==> src/include/line_regs_pkg.sv <==
// How it works
// - On-time count is 16 bits at addresses 29 and 30, 1.25 us per step.
// - Off-time count is 16 bits at addresses 31 and 32, same step.
// - Bit 3 of polarity control reads line polarity: 0 forward, 1 reverse.
// - Wink bit ramps open-circuit voltage to 0 V; clear keeps normal voltage.
// - Gradual polarity reversal happens only while the smooth enable bit is one.
// - Smooth ramp moves 1 V per 1.25 ms, or 2 V when slew select is one.
// - Data registers then address write stores data at the next memory update.
// - Address write alone loads RAM contents into data registers one clock after the next update.
// - Indirect address and data registers are one copy shared by both channels.
// - Timer bytes, polarity control and data high byte reset to zero.
// - Busy bit 0 at address 4 is high while a RAM access is pending.
// - Data low byte sits at address 101, high byte at 102.
// - On, off and metering enables gate the timers and the metering itself.
package line_regs_pkg;

	// ============================================================
	// Timing
	localparam int CLK_PERIOD_NS = 50;
	localparam int METER_STEP_NS = 1250;
	localparam int METER_STEP_CYCLES = (METER_STEP_NS + CLK_PERIOD_NS - 1) / CLK_PERIOD_NS;
	localparam int METER_CNT_W = $clog2(METER_STEP_CYCLES);
	localparam int RAMP_STEP_US = 1250;
	localparam int RAMP_STEP_CYCLES = RAMP_STEP_US * 1000 / CLK_PERIOD_NS;
	localparam int MEM_UPDATE_NS = 125000;
	localparam int MEM_UPDATE_CYCLES = MEM_UPDATE_NS / CLK_PERIOD_NS;
	localparam int MEM_CNT_W = $clog2(MEM_UPDATE_CYCLES);

	// ============================================================
	// Structure
	localparam int NUM_CH = 2;
	localparam int RAM_ADDR_W = 8;
	localparam int RAM_DATA_W = 16;

	// ============================================================
	// Register addresses
	localparam logic [7:0] ADDR_RAM_STATUS = 8'h04;
	localparam logic [7:0] ADDR_POL_CTRL = 8'h07;
	localparam logic [7:0] ADDR_METER_CTRL = 8'h1C;
	localparam logic [7:0] ADDR_ON_LOW = 8'h1D;
	localparam logic [7:0] ADDR_ON_HIGH = 8'h1E;
	localparam logic [7:0] ADDR_OFF_LOW = 8'h1F;
	localparam logic [7:0] ADDR_OFF_HIGH = 8'h20;
	localparam logic [7:0] ADDR_DATA_LOW = 8'h65;
	localparam logic [7:0] ADDR_DATA_HIGH = 8'h66;
	localparam logic [7:0] ADDR_INDIRECT = 8'h67;

	// ============================================================
	// Field positions
	localparam int BUSY_BIT = 0;
	localparam int POL_STATUS_BIT = 3;
	localparam int WINK_BIT = 2;
	localparam int SMOOTH_BIT = 1;
	localparam int SLEW_BIT = 0;
	localparam int METER_PRESENT_BIT = 7;
	localparam int ON_EN_BIT = 4;
	localparam int OFF_EN_BIT = 3;
	localparam int METER_EN_BIT = 2;

	// ============================================================
	// Values
	localparam logic [7:0] RESET_BYTE = 8'h00;
	localparam logic [15:0] RESET_WORD = 16'h0000;
	localparam logic [7:0] SLEW_SLOW_V = 8'h01;
	localparam logic [7:0] SLEW_FAST_V = 8'h02;

	// ============================================================
	// States
	typedef enum logic [1:0] {
		RAM_IDLE = 2'b00,
		RAM_PEND_WR = 2'b01,
		RAM_PEND_RD = 2'b10,
		RAM_LOAD = 2'b11
	} ram_state_t;

	typedef enum logic [1:0] {
		MC_IDLE = 2'b00,
		MC_BURST = 2'b01,
		MC_GAP = 2'b10,
		MC_DONE = 2'b11
	} meter_state_t;

endpackage : line_regs_pkg

==> src/indirect_ram.sv <==
`timescale 1ns/10ps
module indirect_ram
	import line_regs_pkg::*;
(
	input wire logic mclk,
	input wire logic rstn,
	input wire logic we,
	input wire logic re,
	input wire logic [RAM_ADDR_W-1:0] addr,
	input wire logic [RAM_DATA_W-1:0] wdata,
	output logic [RAM_DATA_W-1:0] rdata_q
);

	// Array has no reset so it can map onto a plain memory macro.
	logic [RAM_DATA_W-1:0] mem [2**RAM_ADDR_W];

	always_ff @(posedge mclk) begin
		if (we) begin
			mem[addr] <= wdata;
		end
	end

	always_ff @(posedge mclk or negedge rstn) begin
		if (!rstn) begin
			rdata_q <= RESET_WORD;
		end else if (re) begin
			rdata_q <= mem[addr];
		end
	end

endmodule : indirect_ram

==> src/metering_cadence.sv <==
`timescale 1ns/10ps
module metering_cadence
	import line_regs_pkg::*;
(
	input wire logic mclk,
	input wire logic rstn,
	input wire logic step_tick,
	input wire logic run,
	input wire logic on_timed,
	input wire logic off_timed,
	input wire logic [15:0] on_count,
	input wire logic [15:0] off_count,
	output logic burst_q
);

	meter_state_t state_q;
	logic [15:0] count_q;
	logic expired;

	// A count of zero or one ends the phase at the first step.
	assign expired = step_tick && (count_q <= 16'h0001);

	// ============================================================
	// Cadence
	always_ff @(posedge mclk or negedge rstn) begin
		if (!rstn) begin
			state_q <= MC_IDLE;
			count_q <= RESET_WORD;
			burst_q <= 1'b0;
		end else if (!run) begin
			state_q <= MC_IDLE;
			burst_q <= 1'b0;
		end else begin
			unique case (state_q)
				MC_IDLE: begin
					state_q <= MC_BURST;
					count_q <= on_count;
					burst_q <= 1'b1;
				end
				MC_BURST: begin
					if (on_timed && expired) begin
						burst_q <= 1'b0;
						count_q <= off_count;
						state_q <= off_timed ? MC_GAP : MC_DONE;
					end else if (on_timed && step_tick) begin
						count_q <= count_q - 16'h0001;
					end
				end
				MC_GAP: begin
					if (off_timed && expired) begin
						burst_q <= 1'b1;
						count_q <= on_count;
						state_q <= MC_BURST;
					end else if (off_timed && step_tick) begin
						count_q <= count_q - 16'h0001;
					end
				end
				MC_DONE: begin
					burst_q <= 1'b0;
				end
			endcase
		end
	end

endmodule : metering_cadence

==> src/metering_polarity_ram_regs.sv <==
`timescale 1ns/10ps
module metering_polarity_ram_regs
	import line_regs_pkg::*;
#(
	parameter int RAMP_STEP_CYCLES_P = RAMP_STEP_CYCLES
) (
	input wire logic mclk,
	input wire logic rstn,
	input wire logic reg_chan,
	input wire logic [7:0] reg_addr,
	input wire logic [7:0] reg_wdata,
	input wire logic reg_wr,
	input wire logic reg_rd,
	output logic [7:0] reg_rdata_q,
	input wire logic [NUM_CH-1:0] polarity_request,
	input wire logic [7:0] voc_target [NUM_CH],
	output logic [NUM_CH-1:0] line_polarity_status,
	output logic [7:0] voc_level_q [NUM_CH],
	output logic [NUM_CH-1:0] metering_burst
);

	localparam int RAMP_CNT_W = $clog2(RAMP_STEP_CYCLES_P + 1);
	localparam logic [RAMP_CNT_W-1:0] RAMP_LAST = RAMP_CNT_W'(RAMP_STEP_CYCLES_P - 1);
	localparam logic [METER_CNT_W-1:0] METER_LAST = METER_CNT_W'(METER_STEP_CYCLES - 1);
	localparam logic [MEM_CNT_W-1:0] MEM_LAST = MEM_CNT_W'(MEM_UPDATE_CYCLES - 1);

	// ============================================================
	// Time bases
	logic [METER_CNT_W-1:0] meter_cnt_q;
	logic [RAMP_CNT_W-1:0] ramp_cnt_q;
	logic [MEM_CNT_W-1:0] mem_cnt_q;
	logic meter_tick;
	logic ramp_tick;
	logic mem_tick;

	assign meter_tick = (meter_cnt_q == METER_LAST);
	assign ramp_tick = (ramp_cnt_q == RAMP_LAST);
	assign mem_tick = (mem_cnt_q == MEM_LAST);

	always_ff @(posedge mclk or negedge rstn) begin
		if (!rstn) begin
			meter_cnt_q <= '0;
		end else begin
			meter_cnt_q <= meter_tick ? '0 : meter_cnt_q + 1'b1;
		end
	end

	always_ff @(posedge mclk or negedge rstn) begin
		if (!rstn) begin
			ramp_cnt_q <= '0;
		end else begin
			ramp_cnt_q <= ramp_tick ? '0 : ramp_cnt_q + 1'b1;
		end
	end

	always_ff @(posedge mclk or negedge rstn) begin
		if (!rstn) begin
			mem_cnt_q <= '0;
		end else begin
			mem_cnt_q <= mem_tick ? '0 : mem_cnt_q + 1'b1;
		end
	end

	// ============================================================
	// Per-channel registers
	logic [7:0] on_low_q [NUM_CH];
	logic [7:0] on_high_q [NUM_CH];
	logic [7:0] off_low_q [NUM_CH];
	logic [7:0] off_high_q [NUM_CH];
	logic [2:0] pol_ctrl_q [NUM_CH];
	logic [2:0] meter_ctrl_q [NUM_CH];
	logic [1:0] on_seen_q [NUM_CH];
	logic [1:0] off_seen_q [NUM_CH];
	logic [15:0] on_count_q [NUM_CH];
	logic [15:0] off_count_q [NUM_CH];
	logic [NUM_CH-1:0] chan_wr;

	always_comb begin
		for (int c = 0; c < NUM_CH; c++) begin
			chan_wr[c] = reg_wr && (reg_chan == 1'(c));
		end
	end

	always_ff @(posedge mclk or negedge rstn) begin
		if (!rstn) begin
			for (int c = 0; c < NUM_CH; c++) begin
				on_low_q[c] <= RESET_BYTE;
				on_high_q[c] <= RESET_BYTE;
				off_low_q[c] <= RESET_BYTE;
				off_high_q[c] <= RESET_BYTE;
				pol_ctrl_q[c] <= RESET_BYTE[2:0];
				meter_ctrl_q[c] <= RESET_BYTE[2:0];
			end
		end else begin
			for (int c = 0; c < NUM_CH; c++) begin
				if (chan_wr[c]) begin
					unique case (reg_addr)
						ADDR_ON_LOW: on_low_q[c] <= reg_wdata;
						ADDR_ON_HIGH: on_high_q[c] <= reg_wdata;
						ADDR_OFF_LOW: off_low_q[c] <= reg_wdata;
						ADDR_OFF_HIGH: off_high_q[c] <= reg_wdata;
						ADDR_POL_CTRL: begin
							pol_ctrl_q[c] <= {reg_wdata[WINK_BIT], reg_wdata[SMOOTH_BIT], reg_wdata[SLEW_BIT]};
						end
						ADDR_METER_CTRL: begin
							meter_ctrl_q[c] <= {reg_wdata[ON_EN_BIT], reg_wdata[OFF_EN_BIT], reg_wdata[METER_EN_BIT]};
						end
						default: begin
						end
					endcase
				end
			end
		end
	end

	always_ff @(posedge mclk or negedge rstn) begin
		if (!rstn) begin
			for (int c = 0; c < NUM_CH; c++) begin
				on_seen_q[c] <= 2'h0;
				off_seen_q[c] <= 2'h0;
				on_count_q[c] <= RESET_WORD;
				off_count_q[c] <= RESET_WORD;
			end
		end else begin
			for (int c = 0; c < NUM_CH; c++) begin
				if (on_seen_q[c] == 2'h3) begin
					on_count_q[c] <= {on_high_q[c], on_low_q[c]};
					on_seen_q[c] <= {chan_wr[c] && reg_addr == ADDR_ON_HIGH, chan_wr[c] && reg_addr == ADDR_ON_LOW};
				end else if (chan_wr[c] && reg_addr == ADDR_ON_LOW) begin
					on_seen_q[c] <= on_seen_q[c] | 2'h1;
				end else if (chan_wr[c] && reg_addr == ADDR_ON_HIGH) begin
					on_seen_q[c] <= on_seen_q[c] | 2'h2;
				end
				if (off_seen_q[c] == 2'h3) begin
					off_count_q[c] <= {off_high_q[c], off_low_q[c]};
					off_seen_q[c] <= {chan_wr[c] && reg_addr == ADDR_OFF_HIGH, chan_wr[c] && reg_addr == ADDR_OFF_LOW};
				end else if (chan_wr[c] && reg_addr == ADDR_OFF_LOW) begin
					off_seen_q[c] <= off_seen_q[c] | 2'h1;
				end else if (chan_wr[c] && reg_addr == ADDR_OFF_HIGH) begin
					off_seen_q[c] <= off_seen_q[c] | 2'h2;
				end
			end
		end
	end

	// ============================================================
	// Metering cadence
	for (genvar c = 0; c < NUM_CH; c++) begin : g_meter
		metering_cadence u_cadence (
			.mclk(mclk),
			.rstn(rstn),
			.step_tick(meter_tick),
			.run(meter_ctrl_q[c][0]),
			.on_timed(meter_ctrl_q[c][2]),
			.off_timed(meter_ctrl_q[c][1]),
			.on_count(on_count_q[c]),
			.off_count(off_count_q[c]),
			.burst_q(metering_burst[c])
		);
	end

	// ============================================================
	// Polarity and open-circuit voltage
	logic [NUM_CH-1:0] pol_q;
	logic [NUM_CH-1:0] reversing;
	logic [7:0] voc_goal [NUM_CH];
	logic [7:0] voc_step [NUM_CH];

	assign line_polarity_status = pol_q;

	always_comb begin
		for (int c = 0; c < NUM_CH; c++) begin
			reversing[c] = polarity_request[c] != pol_q[c];
			voc_goal[c] = (pol_ctrl_q[c][2] || (reversing[c] && pol_ctrl_q[c][1])) ? 8'h00 : voc_target[c];
			voc_step[c] = pol_ctrl_q[c][0] ? SLEW_FAST_V : SLEW_SLOW_V;
		end
	end

	always_ff @(posedge mclk or negedge rstn) begin
		if (!rstn) begin
			pol_q <= '0;
		end else begin
			for (int c = 0; c < NUM_CH; c++) begin
				if (reversing[c] && (!pol_ctrl_q[c][1] || voc_level_q[c] == 8'h00)) begin
					pol_q[c] <= polarity_request[c];
				end
			end
		end
	end

	// Saturating steps so a 2 V slew never overshoots an odd goal.
	always_ff @(posedge mclk or negedge rstn) begin
		if (!rstn) begin
			for (int c = 0; c < NUM_CH; c++) begin
				voc_level_q[c] <= RESET_BYTE;
			end
		end else if (ramp_tick) begin
			for (int c = 0; c < NUM_CH; c++) begin
				if (voc_level_q[c] > voc_goal[c]) begin
					voc_level_q[c] <= (voc_level_q[c] - voc_goal[c] > voc_step[c]) ?
						voc_level_q[c] - voc_step[c] : voc_goal[c];
				end else if (voc_level_q[c] < voc_goal[c]) begin
					voc_level_q[c] <= (voc_goal[c] - voc_level_q[c] > voc_step[c]) ?
						voc_level_q[c] + voc_step[c] : voc_goal[c];
				end
			end
		end
	end

	// ============================================================
	// Shared indirect RAM access
	ram_state_t ram_state_q;
	logic [7:0] data_low_q;
	logic [7:0] data_high_q;
	logic [7:0] ind_addr_q;
	logic data_fresh_q;
	logic ram_busy;
	logic host_addr_wr;
	logic host_low_wr;
	logic host_high_wr;
	logic ram_we;
	logic ram_re;
	logic [RAM_DATA_W-1:0] ram_rdata;

	// one copy, channel select ignored
	// Writes while busy are dropped so a pending access keeps its operands.
	assign host_addr_wr = reg_wr && reg_addr == ADDR_INDIRECT && !ram_busy;
	assign host_low_wr = reg_wr && reg_addr == ADDR_DATA_LOW && !ram_busy;
	assign host_high_wr = reg_wr && reg_addr == ADDR_DATA_HIGH && !ram_busy;
	assign ram_busy = (ram_state_q != RAM_IDLE);
	assign ram_we = (ram_state_q == RAM_PEND_WR) && mem_tick;
	assign ram_re = (ram_state_q == RAM_PEND_RD) && mem_tick;

	always_ff @(posedge mclk or negedge rstn) begin
		if (!rstn) begin
			ram_state_q <= RAM_IDLE;
		end else begin
			unique case (ram_state_q)
				RAM_IDLE: begin
					if (host_addr_wr) begin
						ram_state_q <= data_fresh_q ? RAM_PEND_WR : RAM_PEND_RD;
					end
				end
				RAM_PEND_WR: if (mem_tick) ram_state_q <= RAM_IDLE;
				RAM_PEND_RD: if (mem_tick) ram_state_q <= RAM_LOAD;
				RAM_LOAD: ram_state_q <= RAM_IDLE;
			endcase
		end
	end

	always_ff @(posedge mclk or negedge rstn) begin
		if (!rstn) begin
			data_fresh_q <= 1'b0;
		end else if (host_low_wr || host_high_wr) begin
			data_fresh_q <= 1'b1;
		end else if (host_addr_wr) begin
			data_fresh_q <= 1'b0;
		end
	end

	always_ff @(posedge mclk or negedge rstn) begin
		if (!rstn) begin
			data_low_q <= RESET_BYTE;
			data_high_q <= RESET_BYTE;
			ind_addr_q <= RESET_BYTE;
		end else begin
			if (ram_state_q == RAM_LOAD) begin
				{data_high_q, data_low_q} <= ram_rdata;
			end
			if (host_low_wr) begin
				data_low_q <= reg_wdata;
			end
			if (host_high_wr) begin
				data_high_q <= reg_wdata;
			end
			if (host_addr_wr) begin
				ind_addr_q <= reg_wdata;
			end
		end
	end

	indirect_ram u_ram (
		.mclk(mclk),
		.rstn(rstn),
		.we(ram_we),
		.re(ram_re),
		.addr(ind_addr_q),
		.wdata({data_high_q, data_low_q}),
		.rdata_q(ram_rdata)
	);

	// ============================================================
	// Read path
	logic [7:0] rd_mux;

	always_comb begin
		rd_mux = RESET_BYTE;
		unique case (reg_addr)
			ADDR_RAM_STATUS: rd_mux[BUSY_BIT] = ram_busy;
			ADDR_POL_CTRL: begin
				rd_mux[POL_STATUS_BIT] = pol_q[reg_chan];
				rd_mux[WINK_BIT] = pol_ctrl_q[reg_chan][2];
				rd_mux[SMOOTH_BIT] = pol_ctrl_q[reg_chan][1];
				rd_mux[SLEW_BIT] = pol_ctrl_q[reg_chan][0];
			end
			ADDR_METER_CTRL: begin
				rd_mux[METER_PRESENT_BIT] = metering_burst[reg_chan];
				rd_mux[ON_EN_BIT] = meter_ctrl_q[reg_chan][2];
				rd_mux[OFF_EN_BIT] = meter_ctrl_q[reg_chan][1];
				rd_mux[METER_EN_BIT] = meter_ctrl_q[reg_chan][0];
			end
			ADDR_ON_LOW: rd_mux = on_low_q[reg_chan];
			ADDR_ON_HIGH: rd_mux = on_high_q[reg_chan];
			ADDR_OFF_LOW: rd_mux = off_low_q[reg_chan];
			ADDR_OFF_HIGH: rd_mux = off_high_q[reg_chan];
			// data bytes at 101 and 102
			ADDR_DATA_LOW: rd_mux = data_low_q;
			ADDR_DATA_HIGH: rd_mux = data_high_q;
			ADDR_INDIRECT: rd_mux = ind_addr_q;
			default: rd_mux = RESET_BYTE;
		endcase
	end

	always_ff @(posedge mclk or negedge rstn) begin
		if (!rstn) begin
			reg_rdata_q <= RESET_BYTE;
		end else if (reg_rd) begin
			reg_rdata_q <= rd_mux;
		end
	end

endmodule : metering_polarity_ram_regs

==> config.mk <==
export PLATFORM = sky130hd
export DESIGN_NAME = metering_polarity_ram_regs
export DESIGN_NICKNAME = d
export VERILOG_FILES = /design/src/include/line_regs_pkg.sv /design/src/indirect_ram.sv /design/src/metering_cadence.sv /design/src/metering_polarity_ram_regs.sv
export SDC_FILE = /design/constraint.sdc
export NUM_CORES = 2
export LEC_CHECK = 0
export BUFFER_PORTS_ARGS = -buffer_cell sky130_fd_sc_hd__buf_2
export CORE_AREA = 2 2 595 597
export CTS_CLUSTER_SIZE = 14
export DETAILED_ROUTE_END_ITERATION = 6
export DIE_AREA = 0 0 597 599
export GPL_ROUTABILITY_DRIVEN = 1
export PLACE_DENSITY = 0.75
export SLEW_MARGIN = 30
export SYNTH_ARGS = -nofsm -noshare
export SYNTH_HDL_FRONTEND = slang
export SYNTH_HIERARCHICAL = 1
export SYNTH_SLANG_ARGS = --single-unit
==> constraint.sdc <==
create_clock -name mclk -period 8.43 [get_ports mclk]
set_clock_uncertainty 0.15 [all_clocks]
set_input_delay 0.4215 -clock mclk [delete_from_list [all_inputs] [get_ports mclk]]
set_output_delay 0.4215 -clock mclk [all_outputs]
set_load 0.05 [all_outputs]
Word-level counts from Yosys, hierarchy flattened
Memory sizes are Yosys's and may differ from the RTL's. A register that Yosys moved wholly into a read port is not among the register bits. Index checks and enable logic that the tools add are counted.

Multiplexer cells: 96. Magnitude comparators: 12. Eq/ne operators: 45. Add/subtract/negate cells: 13. Bitwise logic cells: 2. Reduce and logical (&&, ||, !) cells: 87.

Operator list (number): 8-bit 2-to-1 mux (26); 16-bit 2-to-1 mux (8); 16-bit one-hot mux with 3 select lines (2); 2-bit 2-to-1 mux (24); 2-bit AND reduction (20); 8-bit by 5-bit equality test with 1-bit output (second input constant) (4); 8-bit by 2-bit > comparator with 1-bit output (4); 16-bit by 1-bit less-or-equal comparator with 1-bit output (second input constant) (2); 1-bit logical AND (32); 16-bit by 1-bit subtractor with 16-bit output (second input constant) (2); 8-bit subtractor (4); 2-bit nonzero test (14); 8-bit by 7-bit equality test with 1-bit output (second input constant) (3); 1-bit one-hot mux with 8 select lines (3); 2-bit equality test (second input constant) (10); 3-bit 2-to-1 mux (6); 2-bit one-hot mux with 9 select lines (1); 8-bit by 2-bit adder with 8-bit output (2); 8-bit by 3-bit equality test with 1-bit output (second input constant) (2); 8-bit > comparator (2); 8-bit logical NOT (2); 8-bit < comparator (2); 1-bit 2-to-1 mux (16); 8-bit by 2-bit subtractor with 8-bit output (2); other kinds (31) (62).

Flip-flop bits (word level): 271. Logic and storage cells: 299. Memories: 1. Bits in writable memories: 4096. Bits of input ports: 39. Output and inout port bits: 28.

Memories: u_ram.mem (depth 256, width 16, read ports 1, clocked after memory_dff 1, write ports 1, line indirect_ram.sv:15) `logic [RAM_DATA_W-1:0] mem [2**RAM_ADDR_W];`.

Logic depth before layout (Yosys ltp)
Word-level depth: 9. Depth in mapped cells: 16. Depth with buffers taken out: 15.

Cells and area by module
The synthesis kept the hierarchy.

Modules (own cells, without submodules): indirect_ram (seq. area each 123398.3 µm², cells each 7003, area an instance 157900.2 µm², instances 1); metering_polarity_ram_regs (seq. area each 5830.6 µm², cells each 1218, area an instance 13035.0 µm², instances 1); metering_cadence (seq. area each 475.5 µm², cells each 222, area an instance 1904.3 µm², instances 2).

Worst setup path before layout
OpenSTA, ideal clock, no wires.

Kind: reg-to-reg. Start: register data_high_q[2]. End: register reg_rdata_q[2]. Buffers on the path: 0. Path slack: 3888 ps. Library setup time: 77 ps. Clock period less this slack: 4542 ps. Required time: 8203 ps. Arrival: 4315 ps. Cell stages (with the launch flop): 6. Cells stage by stage: dfrtp_1 mux2_2 a22oi_1 o22ai_1 a2111oi_0 a21oi_1.

Word-level cells in the longest chain between the ends: 1.

RTL lines: start: declaration (line metering_polarity_ram_regs.sv:214) `logic [7:0] data_high_q;`; start signal: assignment (line metering_polarity_ram_regs.sv:268) `{data_high_q, data_low_q} <= ram_rdata;`; start signal: assignment (line metering_polarity_ram_regs.sv:274) `data_high_q <= reg_wdata;`; 2-bit one-hot mux with 9 select lines (line metering_polarity_ram_regs.sv:298) `unique case (reg_addr)`; end signal: assignment (line metering_polarity_ram_regs.sv:328) `reg_rdata_q <= rd_mux;`; end: declaration (line metering_polarity_ram_regs.sv:14) `output logic [7:0] reg_rdata_q,`.

Every way passes these cells. A chain may end at the register's enable or synchronous reset.

==> results_dict.tcl <==
set metrics [dict create \
    outcome "finished, violations left" \
    violations "DRC" \
    dieHeight_microns 599 \
    synth.avg_cell_area_sq_um 20.17 \
    vias_per_cell 6.630 \
    p_per_area_nw_per_um2 217.6 \
    cts_max_path_buffers 4 \
    grt_pass1_vias 92670 \
    r2r_slack_ps 3230 \
    htree_levels 5 \
    cap_viol_max_count 0 \
    nets 9211 \
    port_buffers 66 \
    synth-xor-area-share_pct 0.3208 \
    clk_pin_slew_ps 60 \
    synth-seq-cells 4383 \
    synth_mux_area_share_pct 16.41 \
    ant_nets 0 \
    cts-root-buf "clkbuf_16" \
    netlist_instances 8665 \
    yosysWarnings 6 \
    endpoint_kind "register" \
    grt_overflow_total 0 \
    cts_tree "built" \
    fmax_mhz 192.3 \
    cp.arrival_ps 5930 \
    drtPass1Iterations 7 \
    drt-initial-drc-count 14230 \
    crit_type "register to register" \
    period_minus_slack_ps 5202 \
    netlist_area_sq_um 174700 \
    rsz0062_at_grt "no" \
    synth_compound_area_share_pct 3.516 \
    synthDistinctLibCells 100 \
    fin_area_sq_um 196000 \
    synth_edf_count 4096 \
    cts_num_sinks 4383 \
    yosysSeqAreaShare_pct 74.50 \
    postCtsSetupBuffers 0 \
    io_pins 67 \
    grt_antenna_before_repair 22 \
    clock_latency_ps 1010 \
    wl_per_cell_microns 33.31 \
    cp.required_ps 9160 \
    rows 218 \
    synth_nets 8778 \
    drc 2 \
    synth_top_family_by_area "multiplexers" \
    place.gp.congestion 0.8962 \
    setup_viol 0 \
    placed_area_sq_um 182000 \
    synthFlopType "edfxtp_1" \
    crit_path_max_fanout 91 \
    grt_pass1_wl_mm 670.9 \
    layout-drive-gt1-share_pct 26.02 \
    tightestPinTransition_ps 1169 \
    cts_buffers 413 \
    relSlewSlack_pct 21.91 \
    die_x_microns 597 \
    grt.total_usage_pct 25.95 \
    grt_max_degree 203 \
    p_leak_nw 51.81 \
    core_sq_um 351300 \
    report.final.slew_viol_count 0 \
    worstSetupStartpointType "register" \
    finalWirelength_mm 468.7 \
    die-area_sq_um 357600 \
    fin_crit_sh_pct 61.70 \
    num_vias 93270 \
    dpl.hpwl_mm 274.7 \
    synth-simple-area-share_pct 2.971 \
    hold_class "input pin to register" \
    peakVddDrop_v 0.0001826 \
    synthAdderAreaFrac_pct 0.5642 \
    area_growth_pct 12.14 \
    hold_viol_final 0 \
    tns_ps 0 \
    synthArstFlopShare_pct 6.548 \
    start_util_pct 49.74 \
]
==> routing by layer <==
layer	track usage, %	vias to the layer above	wire length [microns]
li1	-	36750	-
met3	6.477	1125	59060
met2	40.41	6754	218500
met5	0	-	147
met1	35.03	48620	167500
met4	11.29	22	23410
==> power breakdown <==
part / internal, mW / leakage [nW] / switching, mW
Sequential: 23.5 / 32.0 / 0.0955
Combinational: 0.282 / 13.3 / 0.386
Clock: 10.2 / 6.50 / 8.14
==> sequential cells by signal, indices dropped and copies added (netlist names), 12 cells and up <==
name,flops
u_ram/mem,4096
g_meter.u_cadence/count_q,32
off_count_q,32
on_count_q,32
off_high_q,16
off_low_q,16
on_high_q,16
on_low_q,16
u_ram/rdata_q,16
voc_level_q,16
ramp_cnt_q,15
mem_cnt_q,12
==> layout make-up <==
type / instances / area [sq um]
diodes: 5 / 12.51
clock buffers: 514 / 10870
clock inverters: 247 / 2411
fillers: 25020 / 155400
inverters: 103 / 397.9
multi-input cells: 3697 / 42090
flip-flops and latches: 4383 / 130300
well taps: 4620 / 5781
repair buffers: 500 / 4143
==> worst max-delay path: stages (launching register included) <==
cell     delay, ps
dfrtp_4        800
buf_12         550
buf_4          720
mux4_2         450
mux4_2         560
a32oi_1        470
a41oi_1        620
or3_1          550
==> per-stage QoR <==
stage,total power [mW],instances,setup WS (ps),utilization (%),hold slack (ps)
after global placement,24.64,13250,3092,51.73,299.4
final,42.64,14070,3228,55.78,52.32
after detailed placement,24.68,13260,3267,51.81,312.4
after CTS,42.79,14060,3323,55.71,16.35
after floorplan,24.48,8665,3888,-,-24.09
after global routing,43.63,14070,3128,55.78,89.99
==> cells in the final DEF (no fill, tap or decap), drive strengths merged, types with 18 or more instances in the layout <==
master	Yosys	layout
a2111oi	18	18
a211oi	42	42
a21oi	107	107
a221oi	32	32
a22oi	125	125
a31oi	30	30
a32oi	43	43
and2	29	29
buf	308	462
bufinv	0	34
clkbuf	174	514
clkinv	0	182
dfrtp	287	287
dlygate4sd3	0	38
edfxtp	4096	4096
ha	66	66
inv	103	123
mux2	249	249
mux2i	365	365
mux4	986	986
nand2	262	262
nand3	81	81
nand4	37	37
nor2	408	408
nor2b	34	34
nor3	91	91
nor4	33	33
o211ai	24	24
o21ai	115	115
o221ai	35	35
o22a	29	29
o22ai	158	158
or3	26	26
xnor2	45	45
xor2	19	19
==> repair_timing <==
item | in CTS | in global routing
endpoints found under the hold margin | 224 | 0
resized for setup | 0 | 0
hold buffers | 39 | 0
==> cell families (layout without fill, tap and decap cells) <==
logic type,count (synthesis),count (layout)
multiplexers,1600,1600
buffers and inverters,585,1364
adder cells (fa/ha/maj),74,74
flip-flops,4383,4383
AO/OA/AOI/OAI,873,873
other,0,5
XOR/XNOR,64,64
AND/OR/NAND/NOR,1086,1086
==> final timing paths <==
check / cells past startpoint / endpoint / from
max: 7 / u_ram/rdata_q[0]$_DFFE_PN0P_ / ind_addr_q[1]$_DFFE_PN0P_
max reg2reg: 7 / u_ram/rdata_q[0]$_DFFE_PN0P_ / ind_addr_q[1]$_DFFE_PN0P_
min: 6 / pol_ctrl_q[0]$_DFFE_PN0P_ / reg_addr[5]
min reg2reg: 1 / ramp_cnt_q[0]$_DFF_PN0_ / ramp_cnt_q[0]$_DFF_PN0_
min in group asynchronous: 4 / g_meter[0].u_cadence/count_q[9]$_DFFE_PN0P_ / rstn
max in group asynchronous: 4 / ind_addr_q[5]$_DFFE_PN0P_ / rstn
==> cells in the mapped netlist, types with 31 or more instances <==
library cell	instances	area [sq um]
clkbuf_1	174	653.1
o21ai_0	100	500.5
o22ai_1	158	988.5
nand4_1	34	212.7
a211oi_1	42	315.3
ha_1	66	825.8
mux2i_1	365	3654
nor2_1	402	1509
buf_2	154	770.7
mux4_2	986	22210
nand2_1	256	960.9
buf_4	80	600.6
o221ai_1	35	306.5
buf_6	43	484.2
nor2b_1	33	206.5
xnor2_1	45	394.1
mux2_2	231	2601
a32oi_1	43	376.6
a22oi_1	125	938.4
a21oi_1	107	535.5
buf_1	31	116.4
inv_1	100	375.4
nor3_1	90	450.4
dfrtp_1	287	7182
nand3_1	76	380.4
edfxtp_1	4096	123000
(Power assumes the default switching activity.)
